==> config.mk <==
export PLATFORM = sky130hd
export DESIGN_NAME = drive_input_function_select
export DESIGN_NICKNAME = d
export VERILOG_FILES = /design/src/shared/input_select_pkg.sv /design/src/shared/term_func_if.sv /design/src/rtl/drive_input_function_select.sv /design/src/rtl/term_func_decode.sv
export SDC_FILE = /design/constraint.sdc
export NUM_CORES = 1
export LEC_CHECK = 0
export BUFFER_PORTS_ARGS = -buffer_cell sky130_fd_sc_hd__buf_2
export CORE_ASPECT_RATIO = 0.7
export CORE_UTILIZATION = 55
export CTS_CLUSTER_SIZE = 30
export DETAILED_ROUTE_END_ITERATION = 16
export PLACE_DENSITY = 0.85
export SETUP_SLACK_MARGIN = 0.15
export SYNTH_ARGS = -nofsm -noshare
export SYNTH_HDL_FRONTEND = slang
export SYNTH_SLANG_ARGS = --single-unit
==> constraint.sdc <==
create_clock -name I_MCLK -period 6.2 [get_ports I_MCLK]
set_input_delay 0.93 -clock I_MCLK [delete_from_list [all_inputs] [get_ports I_MCLK]]
set_output_delay 0.93 -clock I_MCLK [all_outputs]
set_load 0.02 [all_outputs]
==> src/shared/input_select_pkg.sv <==
package input_select_pkg;
  localparam int CODE_W = 5;
  localparam int AIN_W = 12;
  localparam int TMO_W = 16;
  localparam int NUM_TERM = 3;
  // Frequency source settings
  localparam logic [2:0] SRC_KEYPAD1 = 3'h0;
  localparam logic [2:0] SRC_KEYPAD2 = 3'h1;
  localparam logic [2:0] SRC_VOLT = 3'h2;
  localparam logic [2:0] SRC_CURR = 3'h3;
  localparam logic [2:0] SRC_SUM = 3'h4;
  // Loss criterion settings
  localparam logic [1:0] CRIT_NONE = 2'h0;
  localparam logic [1:0] CRIT_HALF = 2'h1;
  localparam logic [1:0] CRIT_BELOW = 2'h2;
  // Loss action settings
  localparam logic [1:0] ACT_NONE = 2'h0;
  localparam logic [1:0] ACT_FREERUN = 2'h1;
  localparam logic [1:0] ACT_STOP = 2'h2;
  // Terminal function codes
  localparam logic [4:0] FN_SPEED_L = 5'h00;
  localparam logic [4:0] FN_SPEED_M = 5'h01;
  localparam logic [4:0] FN_SPEED_H = 5'h02;
  localparam logic [4:0] FN_RAMP_SELECT_BIT0 = 5'h03;
  localparam logic [4:0] FN_RAMP_SELECT_BIT1 = 5'h04;
  localparam logic [4:0] FN_RAMP_SELECT_BIT2 = 5'h05;
  localparam logic [4:0] FN_DC_INJECTION_REQUEST = 5'h06;
  localparam logic [4:0] FN_VSWITCH = 5'h09;
  localparam logic [4:0] FN_UP = 5'h0A;
  localparam logic [4:0] FN_DOWN = 5'h0B;
  localparam logic [4:0] FN_THREE_WIRE = 5'h0C;
  localparam logic [4:0] FN_OPEN_LOOP = 5'h10;
  localparam logic [4:0] FN_HOLD = 5'h12;
  localparam logic [4:0] FN_RAMP_INHIBIT = 5'h13;
  localparam logic [TMO_W-1:0] TMO_ONE = 16'h0001;
  typedef enum logic [1:0] {
    LS_OK = 2'b00,
    LS_WAIT = 2'b01,
    LS_LOST = 2'b11
  } loss_state_t;
endpackage

==> src/shared/term_func_if.sv <==
`timescale 1ns/10ps
interface term_func_if;
  logic [2:0] speed_bits;
  logic [2:0] ramp_bits;
  logic dc_req;
  logic vswitch;
  logic up;
  logic down;
  logic three_wire;
  logic open_loop;
  logic hold;
  logic ramp_inhibit;
  modport decoder (output speed_bits, ramp_bits, dc_req, vswitch, up, down,
    three_wire, open_loop, hold, ramp_inhibit);
  modport user (input speed_bits, ramp_bits, dc_req, vswitch, up, down,
    three_wire, open_loop, hold, ramp_inhibit);
endinterface

==> src/rtl/drive_input_function_select.sv <==
`timescale 1ns/10ps
// Behaviour
// - Loss check only for voltage, current, summed analog or keypad source.
// - Criterion 0 never checks the analog level; keypad loss is still declared.
// - Criterion 1: lost while input below half the minimum.
// - Criterion 2: lost while input below the minimum.
// - Declared loss shows an observable indication.
// - Loss declared only after condition persists for the timeout.
// - Action 0 keeps running after loss.
// - Action 1 cuts output at once, motor coasts.
// - Action 2 stops by configured decel pattern and time.
// - Action and timeout also govern keypad command loss.
// - Codes 0, 1, 2 are low, mid, high speed bits.
// - Codes 3, 4, 5 are low, mid, high ramp bits.
// - Code 6 requests DC braking, applied only while stopped.
// - Code 9 switches to voltage input; 10, 11 up/down; 12 three-wire.
// - Code 16 toggles closed-loop and open-loop control.
// - Code 18 freezes the analog reference.
// - Code 19 disables acceleration and deceleration.
// - Codes 15, 17, 20 to 26 do nothing.
// - Speed bits form index selecting step frequency 0 to 7.
// - Jog overrides all other terminal inputs.
// - Ramp bits form index selecting one of eight time pairs.
// - Minimum is the configured voltage or current minimum.
module drive_input_function_select
  import input_select_pkg::*;
(
  input wire logic I_MCLK,
  input wire logic I_RST,
  input wire logic [2:0] i_frequency_source_select,
  input wire logic [1:0] i_loss_criterion,
  input wire logic [1:0] i_loss_action,
  input wire logic [input_select_pkg::TMO_W-1:0] i_loss_timeout,
  input wire logic [input_select_pkg::AIN_W-1:0] i_volt_level,
  input wire logic [input_select_pkg::AIN_W-1:0] i_curr_level,
  input wire logic [input_select_pkg::AIN_W-1:0] i_volt_min,
  input wire logic [input_select_pkg::AIN_W-1:0] i_curr_min,
  input wire logic i_keypad_cmd_lost,
  input wire logic i_drive_stopped,
  input wire logic i_multi_input_a,
  input wire logic i_multi_input_b,
  input wire logic i_multi_input_c,
  input wire logic i_jog_input,
  input wire logic [input_select_pkg::CODE_W-1:0] i_code_a,
  input wire logic [input_select_pkg::CODE_W-1:0] i_code_b,
  input wire logic [input_select_pkg::CODE_W-1:0] i_code_c,
  output logic O_REF_LOST,
  output logic O_LOSS_EVENT,
  output logic O_OUTPUT_CUTOFF,
  output logic O_DECEL_STOP,
  output logic O_JOG_ACTIVE,
  output logic [2:0] O_STEP_INDEX,
  output logic [2:0] O_RAMP_INDEX,
  output logic O_DC_INJECTION_REQUEST,
  output logic O_VOLTAGE_SOURCE_SWITCH,
  output logic O_UP,
  output logic O_DOWN,
  output logic O_THREE_WIRE,
  output logic O_OPEN_LOOP,
  output logic O_ANALOG_HOLD,
  output logic O_RAMP_INHIBIT
);
  import input_select_pkg::*;

  // ----------------------------------------
  // Pin synchronisers
  // ----------------------------------------
  logic [3:0] pin_s1_r;
  logic [3:0] pin_s2_r;
  always_ff @(posedge I_MCLK) begin
    if (I_RST) begin
      pin_s1_r <= 4'h0;
      pin_s2_r <= 4'h0;
    end else begin
      pin_s1_r <= {i_jog_input, i_multi_input_c, i_multi_input_b,
                   i_multi_input_a};
      pin_s2_r <= pin_s1_r;
    end
  end

  logic [CODE_W-1:0] codes [NUM_TERM];
  assign codes[0] = i_code_a;
  assign codes[1] = i_code_b;
  assign codes[2] = i_code_c;

  term_func_if fn ();
  term_func_decode u_decode (
    .i_level(pin_s2_r[2:0]),
    .i_code(codes),
    .fn(fn.decoder)
  );

  // ----------------------------------------
  // Reference loss detection
  // ----------------------------------------
  logic analog_src;
  logic keypad_src;
  logic below_v;
  logic below_c;
  logic cond_now;
  assign analog_src = (i_frequency_source_select == SRC_VOLT) ||
                      (i_frequency_source_select == SRC_CURR) ||
                      (i_frequency_source_select == SRC_SUM);
  assign keypad_src = (i_frequency_source_select == SRC_KEYPAD1) ||
                      (i_frequency_source_select == SRC_KEYPAD2);

  always_comb begin
    below_v = 1'b0;
    below_c = 1'b0;
    case (i_loss_criterion)
      CRIT_HALF: begin
        below_v = i_volt_level < (i_volt_min >> 1);
        below_c = i_curr_level < (i_curr_min >> 1);
      end
      CRIT_BELOW: begin
        below_v = i_volt_level < i_volt_min;
        below_c = i_curr_level < i_curr_min;
      end
      default: begin
        below_v = 1'b0;
        below_c = 1'b0;
      end
    endcase
  end

  always_comb begin
    cond_now = 1'b0;
    if (keypad_src)
      cond_now = i_keypad_cmd_lost;
    else if (analog_src) begin
      case (i_frequency_source_select)
        SRC_VOLT: cond_now = below_v;
        SRC_CURR: cond_now = below_c;
        default: cond_now = below_v | below_c;
      endcase
    end
  end

  loss_state_t state_r;
  logic [TMO_W-1:0] wait_cnt_r;
  logic lost_nxt;
  always_ff @(posedge I_MCLK) begin
    if (I_RST) begin
      state_r <= LS_OK;
      wait_cnt_r <= '0;
    end else begin
      case (state_r)
        LS_OK: begin
          wait_cnt_r <= TMO_ONE;
          if (cond_now)
            state_r <= (i_loss_timeout <= TMO_ONE) ? LS_LOST : LS_WAIT;
        end
        LS_WAIT: begin
          if (!cond_now)
            state_r <= LS_OK;
          else if (wait_cnt_r + TMO_ONE >= i_loss_timeout)
            state_r <= LS_LOST;
          else
            wait_cnt_r <= wait_cnt_r + TMO_ONE;
        end
        LS_LOST: begin
          if (!cond_now)
            state_r <= LS_OK;
        end
        default: state_r <= LS_OK;
      endcase
    end
  end
  assign lost_nxt = (state_r == LS_LOST);

  always_ff @(posedge I_MCLK) begin
    if (I_RST) begin
      O_REF_LOST <= 1'b0;
      O_LOSS_EVENT <= 1'b0;
    end else begin
      O_REF_LOST <= lost_nxt;
      O_LOSS_EVENT <= lost_nxt & ~O_REF_LOST;
    end
  end

  // Action re-read from the setting every cycle while lost; no action while running on a lost
  // reference under setting 0
  always_ff @(posedge I_MCLK) begin
    if (I_RST) begin
      O_OUTPUT_CUTOFF <= 1'b0;
      O_DECEL_STOP <= 1'b0;
    end else begin
      O_OUTPUT_CUTOFF <= 1'b0;
      O_DECEL_STOP <= 1'b0;
      if (lost_nxt) begin
        case (i_loss_action)
          ACT_FREERUN: O_OUTPUT_CUTOFF <= 1'b1;
          ACT_STOP: O_DECEL_STOP <= 1'b1;
          default: begin
          end
        endcase
      end
    end
  end

  // ----------------------------------------
  // Terminal outputs
  // ----------------------------------------
  always_ff @(posedge I_MCLK) begin
    if (I_RST) begin
      O_JOG_ACTIVE <= 1'b0;
      O_STEP_INDEX <= 3'h0;
      O_RAMP_INDEX <= 3'h0;
      O_DC_INJECTION_REQUEST <= 1'b0;
      O_VOLTAGE_SOURCE_SWITCH <= 1'b0;
      O_UP <= 1'b0;
      O_DOWN <= 1'b0;
      O_THREE_WIRE <= 1'b0;
      O_OPEN_LOOP <= 1'b0;
      O_ANALOG_HOLD <= 1'b0;
      O_RAMP_INHIBIT <= 1'b0;
    end else begin
      O_JOG_ACTIVE <= pin_s2_r[3];
      O_STEP_INDEX <= pin_s2_r[3] ? 3'h0 : fn.speed_bits;
      O_RAMP_INDEX <= pin_s2_r[3] ? 3'h0 : fn.ramp_bits;
      O_DC_INJECTION_REQUEST <= ~pin_s2_r[3] & fn.dc_req & i_drive_stopped;
      O_VOLTAGE_SOURCE_SWITCH <= ~pin_s2_r[3] & fn.vswitch;
      O_UP <= ~pin_s2_r[3] & fn.up;
      O_DOWN <= ~pin_s2_r[3] & fn.down;
      O_THREE_WIRE <= ~pin_s2_r[3] & fn.three_wire;
      O_OPEN_LOOP <= ~pin_s2_r[3] & fn.open_loop;
      O_ANALOG_HOLD <= ~pin_s2_r[3] & fn.hold;
      O_RAMP_INHIBIT <= ~pin_s2_r[3] & fn.ramp_inhibit;
    end
  end

  // ----------------------------------------
  // Checks
  // ----------------------------------------
  no_check_a: assert property (@(posedge I_MCLK) disable iff (I_RST)
    (i_loss_criterion == CRIT_NONE && !keypad_src) [*3] |-> !O_REF_LOST)
    else $error("loss declared with check disabled");
  src_gate_a: assert property (@(posedge I_MCLK) disable iff (I_RST)
    (!analog_src && !keypad_src) [*3] |-> !O_REF_LOST)
    else $error("loss declared on non analog source");
  event_edge_a: assert property (@(posedge I_MCLK) disable iff (I_RST)
    O_LOSS_EVENT |-> O_REF_LOST && !$past(O_REF_LOST))
    else $error("loss event not on rising indication");
  event_rise_a: assert property (@(posedge I_MCLK) disable iff (I_RST)
    $rose(O_REF_LOST) |-> O_LOSS_EVENT)
    else $error("loss indication rose without event");
  persist_a: assert property (@(posedge I_MCLK) disable iff (I_RST)
    $rose(O_REF_LOST) |-> $past(cond_now, 2))
    else $error("loss declared without persisting condition");
  lost_clear_a: assert property (@(posedge I_MCLK) disable iff (I_RST)
    !cond_now [*2] |=> !O_REF_LOST)
    else $error("loss held after condition cleared");
  cutoff_a: assert property (@(posedge I_MCLK) disable iff (I_RST)
    (lost_nxt && i_loss_action == ACT_FREERUN) |=> O_OUTPUT_CUTOFF)
    else $error("cutoff missing after loss");
  cut_lost_a: assert property (@(posedge I_MCLK) disable iff (I_RST)
    O_OUTPUT_CUTOFF |-> O_REF_LOST)
    else $error("cutoff without declared loss");
  decel_a: assert property (@(posedge I_MCLK) disable iff (I_RST)
    (lost_nxt && i_loss_action == ACT_STOP) |=> O_DECEL_STOP)
    else $error("decel stop missing after loss");
  run_on_a: assert property (@(posedge I_MCLK) disable iff (I_RST)
    (i_loss_action == ACT_NONE) |=> !O_OUTPUT_CUTOFF && !O_DECEL_STOP)
    else $error("action taken with action none");
  kp_quiet_a: assert property (@(posedge I_MCLK) disable iff (I_RST)
    (keypad_src && !i_keypad_cmd_lost) |-> ##2 !O_REF_LOST)
    else $error("keypad loss declared with command present");
  jog_wins_a: assert property (@(posedge I_MCLK) disable iff (I_RST)
    O_JOG_ACTIVE |-> O_STEP_INDEX == 3'h0 && !O_UP && !O_DC_INJECTION_REQUEST)
    else $error("jog did not override terminals");
  jog_rest_a: assert property (@(posedge I_MCLK) disable iff (I_RST)
    O_JOG_ACTIVE |-> O_RAMP_INDEX == 3'h0 && !O_VOLTAGE_SOURCE_SWITCH &&
    !O_RAMP_INHIBIT && !O_ANALOG_HOLD)
    else $error("jog left other terminal functions active");
  brake_stop_a: assert property (@(posedge I_MCLK) disable iff (I_RST)
    O_DC_INJECTION_REQUEST |-> $past(i_drive_stopped))
    else $error("braking while running");
  step_idx_a: assert property (@(posedge I_MCLK) disable iff (I_RST)
    !pin_s2_r[3] |=> O_STEP_INDEX == $past(fn.speed_bits))
    else $error("step index mismatch");
  ramp_idx_a: assert property (@(posedge I_MCLK) disable iff (I_RST)
    !pin_s2_r[3] |=> O_RAMP_INDEX == $past(fn.ramp_bits))
    else $error("ramp index mismatch");
endmodule // drive_input_function_select

==> src/rtl/term_func_decode.sv <==
`timescale 1ns/10ps
module term_func_decode
  import input_select_pkg::*;
(
  input wire logic [NUM_TERM-1:0] i_level,
  input wire logic [CODE_W-1:0] i_code [NUM_TERM],
  term_func_if.decoder fn
);
  // Reserved codes simply match nothing, and unassigned bits stay 0
  always_comb begin
    fn.speed_bits = 3'h0;
    fn.ramp_bits = 3'h0;
    fn.dc_req = 1'b0;
    fn.vswitch = 1'b0;
    fn.up = 1'b0;
    fn.down = 1'b0;
    fn.three_wire = 1'b0;
    fn.open_loop = 1'b0;
    fn.hold = 1'b0;
    fn.ramp_inhibit = 1'b0;
    for (int t = 0; t < NUM_TERM; t++) begin
      case (i_code[t])
        FN_SPEED_L: fn.speed_bits[0] = fn.speed_bits[0] | i_level[t];
        FN_SPEED_M: fn.speed_bits[1] = fn.speed_bits[1] | i_level[t];
        FN_SPEED_H: fn.speed_bits[2] = fn.speed_bits[2] | i_level[t];
        FN_RAMP_SELECT_BIT0: fn.ramp_bits[0] = fn.ramp_bits[0] | i_level[t];
        FN_RAMP_SELECT_BIT1: fn.ramp_bits[1] = fn.ramp_bits[1] | i_level[t];
        FN_RAMP_SELECT_BIT2: fn.ramp_bits[2] = fn.ramp_bits[2] | i_level[t];
        FN_DC_INJECTION_REQUEST: fn.dc_req = fn.dc_req | i_level[t];
        FN_VSWITCH: fn.vswitch = fn.vswitch | i_level[t];
        FN_UP: fn.up = fn.up | i_level[t];
        FN_DOWN: fn.down = fn.down | i_level[t];
        FN_THREE_WIRE: fn.three_wire = fn.three_wire | i_level[t];
        FN_OPEN_LOOP: fn.open_loop = fn.open_loop | i_level[t];
        FN_HOLD: fn.hold = fn.hold | i_level[t];
        FN_RAMP_INHIBIT: fn.ramp_inhibit = fn.ramp_inhibit | i_level[t];
        default: begin
        end
      endcase
    end
  end
endmodule // term_func_decode

==> results.json <==
{
  "ctsLongestPathBuffers": 2,
  "rr_startpoint": "wait_cnt_r[0]",
  "fin_crit_sh_pct": 71.1,
  "worstMarginPinSlew_ns": 0.729,
  "syn_nets": 609,
  "io_buffers": 112,
  "crit_path_end": "wait_cnt_r[2]",
  "seq_area_frac_synth_pct": 24.2,
  "crit_start": "wait_cnt_r[0]",
  "r2r_end": "wait_cnt_r[2]",
  "finalSetupViolCount": 0,
  "grt_max_degree": 17,
  "cts_max_level": 2,
  "coreArea_mm2": 0.00640,
  "vias": 3706,
  "final_antenna_net_count": 0,
  "synth_seq_cells": 45,
  "clkSinkCount": 45,
  "fp.dieArea_mm2": 0.00712,
  "core.rowCount": 24,
  "finalHoldViolCount": 0,
  "drc": 0,
  "wirelength_um": 9300,
  "grt.total_usage_pct": 26.9,
  "cts.clk_slew.worst_paths_ns": 0.08,
  "routed_via_density": 5.62,
  "n_antenna_cell": 0,
  "antenna_found_initial": 0,
  "r2r_setup_slack_ns": 1.79,
  "setup-tns-final_ns": 0,
  "syn-cell-area_mm2": 0.00373,
  "drt_first_iter_violations": 234,
  "insertion_delay_ns": 0.30,
  "yosysWarnings": 0,
  "ff2ff_path_depth": 16,
  "drv_slew": 0,
  "critical_path_class": "register to register",
  "fin_skew_ns": 0.00561,
  "status": "finished clean",
  "crit_fanout": 13,
  "cts_made_buffers": 5,
  "cp-end-kind": "register",
  "drt_pass1_iterations": 4,
  "irDropWorstVdd_mv": 0.0962,
  "drv_cap": 0,
  "ys.flop_type": "dfxtp_1",
  "layout.nets": 722,
  "hold_buffers": 0,
  "fillers": 535,
  "avgSynthCellArea_um2": 8.22,
  "die_w_um": 100,
  "slew_headroom_pct": 51.4,
  "die_h_um": 70.9,
  "min_period_ns": 4.41,
  "max_freq_ghz": 0.227,
  "synthArstFlopShare_pct": 0,
  "synth_cell_types": 54,
  "hold_class": "register to register",
  "final_layout_size_suffix_gt1_share_pct": 25.2,
  "powerDensity_mw_per_mm2": 140,
  "synth_area_leaders": "dfxtp_1 24%, ha_1 20%, inv_1 6.6%",
  "grt_pass1_vias": 3469,
  "cts_root_buf": "clkbuf_8",
  "synth_top_area_share_pct": 24.2,
  "total_power_w": 0.000625,
  "area_growth_pct": 19.9,
  "synth_edf_count": 0,
  "cp_data_required_time_ns": 6.36,
  "initial_core_util_pct": 58.3,
  "cts_resized": 0,
  "tritoncts": "done",
  "gp_congestion": 0.845,
  "rsz0062_at_grt": "no",
  "multi_input_area_mm2": 0.00254,
  "seq_area_um2": 901,
  "p_leak_nw": 2.20,
  "overflow": 0,
  "ios": 113,
  "post-dp-hpwl_um": 7900,
  "wl_per_cell_um": 14.1,
  "grt_pass1_wl_um": 15400,
  "worstPathArrival_ns": 4.56,
  "cts_setup_buffers": 0,
  "syn_inst": 454,
  "yosysTopAreaCell": "dfxtp_1",
  "critPathLaunchType": "register"
}
## Yosys cell counts (all sizes together), types with 2 or more instances
cell and number:
nor2b 20, a211oi 2, o22ai 10, or4bb 2, a41oi 2, a21oi 22
nand2 30, a2111oi 3, o211ai 11, a311oi 2, ha 61, nand3b 3
nand3 19, nand2b 4, nor3b 10, nand4b 3, a221oi 3, xor2 3
buf 2, xnor2 9, o2111ai 3, a22oi 9, nor2 23, o21ai 14
inv 66, a31oi 6, or2 4, clkbuf 5, nor3 17, o31ai 2
nand4 6, nor4 5, dfxtp 45, and3 5, a21o 9, and2 3
## worst max-delay path: stages, from the launching register on
cell and delay, ns:
dfxtp_1 0.47, ha_1 0.26, inv_1 0.07, nor3_1 0.30, nand3_1 0.22, nor4_1 0.59
and3_1 0.25, xnor2_1 0.15, inv_1 0.08, ha_1 0.32, a21oi_1 0.16, o21ai_0 0.09
nor3_1 0.18, o21ai_2 0.19, o21ai_0 0.24, a21o_1 0.52, o211ai_1 0.17
## cell type report
| cell class | instances | share of cell area, % |
|---|---|---|
| Clock inverter | 2 | 0.308 |
| Clock buffer | 6 | 1.85 |
| Sequential cell | 45 | 20.2 |
| Tap cell | 91 | 2.55 |
| Inverter | 66 | 5.54 |
| Multi-Input combinational cell | 336 | 56.9 |
| Timing Repair Buffer | 113 | 12.7 |
## per-stage QoR
| stage | cells | setup slack (ns) | cell area [µm²] | hold WS [ns] | utilization [%] |
|---|---|---|---|---|---|
| 6_report | 659 | 1.79 | 4470 | 0.422 | 69.9 |
| 5_1_grt | 659 | 1.44 | 4470 | 0.462 | 69.9 |
| 4_1_cts | 659 | 1.84 | 4470 | 0.422 | 69.9 |
| 3_5_place_dp | 651 | 1.87 | 4370 | 0.396 | 68.4 |
| 3_3_place_gp | 651 | 2.12 | 4370 | 0.398 | 68.4 |
| 2_1_floorplan | 454 | 2.56 | 3730 | 0.414 | - |
## layout by cell type, fill, tap and decap left out, drive strengths merged, types with 2 or more instances in the layout
cell,netlist,layout
buf,2,113
inv,66,66
ha,61,61
dfxtp,45,45
nand2,30,30
nor2,23,23
a21oi,22,22
nor2b,20,20
nand3,19,19
nor3,17,17
o21ai,14,14
o211ai,11,11
nor3b,10,10
o22ai,10,10
xnor2,9,9
a21o,9,9
a22oi,9,9
a31oi,6,6
nand4,6,6
clkbuf,5,6
nor4,5,5
and3,5,5
or2,4,4
nand2b,4,4
and2,3,3
xor2,3,3
a221oi,3,3
nand3b,3,3
nand4b,3,3
o2111ai,3,3
a2111oi,3,3
a41oi,2,2
a311oi,2,2
o31ai,2,2
a211oi,2,2
or4bb,2,2
clkinv,0,2
## how the worst min path moves through the flow
stage	startpoint	end	slack (ns)	cells after the start
after floorplan	pin_s1_r[0]	pin_s2_r[0]	0.41	1
after global placement	O_REF_LOST	O_LOSS_EVENT	0.40	1
after detailed placement	O_REF_LOST	O_LOSS_EVENT	0.40	1
after CTS	O_REF_LOST	O_LOSS_EVENT	0.42	1
after global routing	pin_s1_r[2]	pin_s2_r[2]	0.46	1
final	O_REF_LOST	O_LOSS_EVENT	0.42	1
## flip-flops by register name, indices dropped and copies added (netlist names), 2 cells and up
register	cells
state_r	2
O_STEP_INDEX	3
O_RAMP_INDEX	3
pin_s2_r	4
pin_s1_r	4
wait_cnt_r	16
## per-layer routing
layer,track usage [%],vias up,share of wire [%]
li1,-,1859,-
met1,37.6,1673,47
met2,43.5,164,44
met3,5.34,10,8.7
met4,5.31,0,0.69
met5,0,-,0
## report_power, final
part | switching (W) | internal, W | leakage (nW)
clock network | 0.000100 | 0.0000904 | 0.0512
registers | 0.00000226 | 0.000293 | 0.365
logic | 0.0000754 | 0.0000641 | 1.79
## kinds of logic after synthesis
logic type	share of synthesized area (%)
and+or+nand+nor	23.8
AOI/OAI and AO/OA	20.9
buffers and inverters	7.65
adders and majority gates	20.5
DFF	24.2
xor gates and xnor gates	2.82
muxes	0.268
Note: power is estimated with default switching activity, not from simulation.
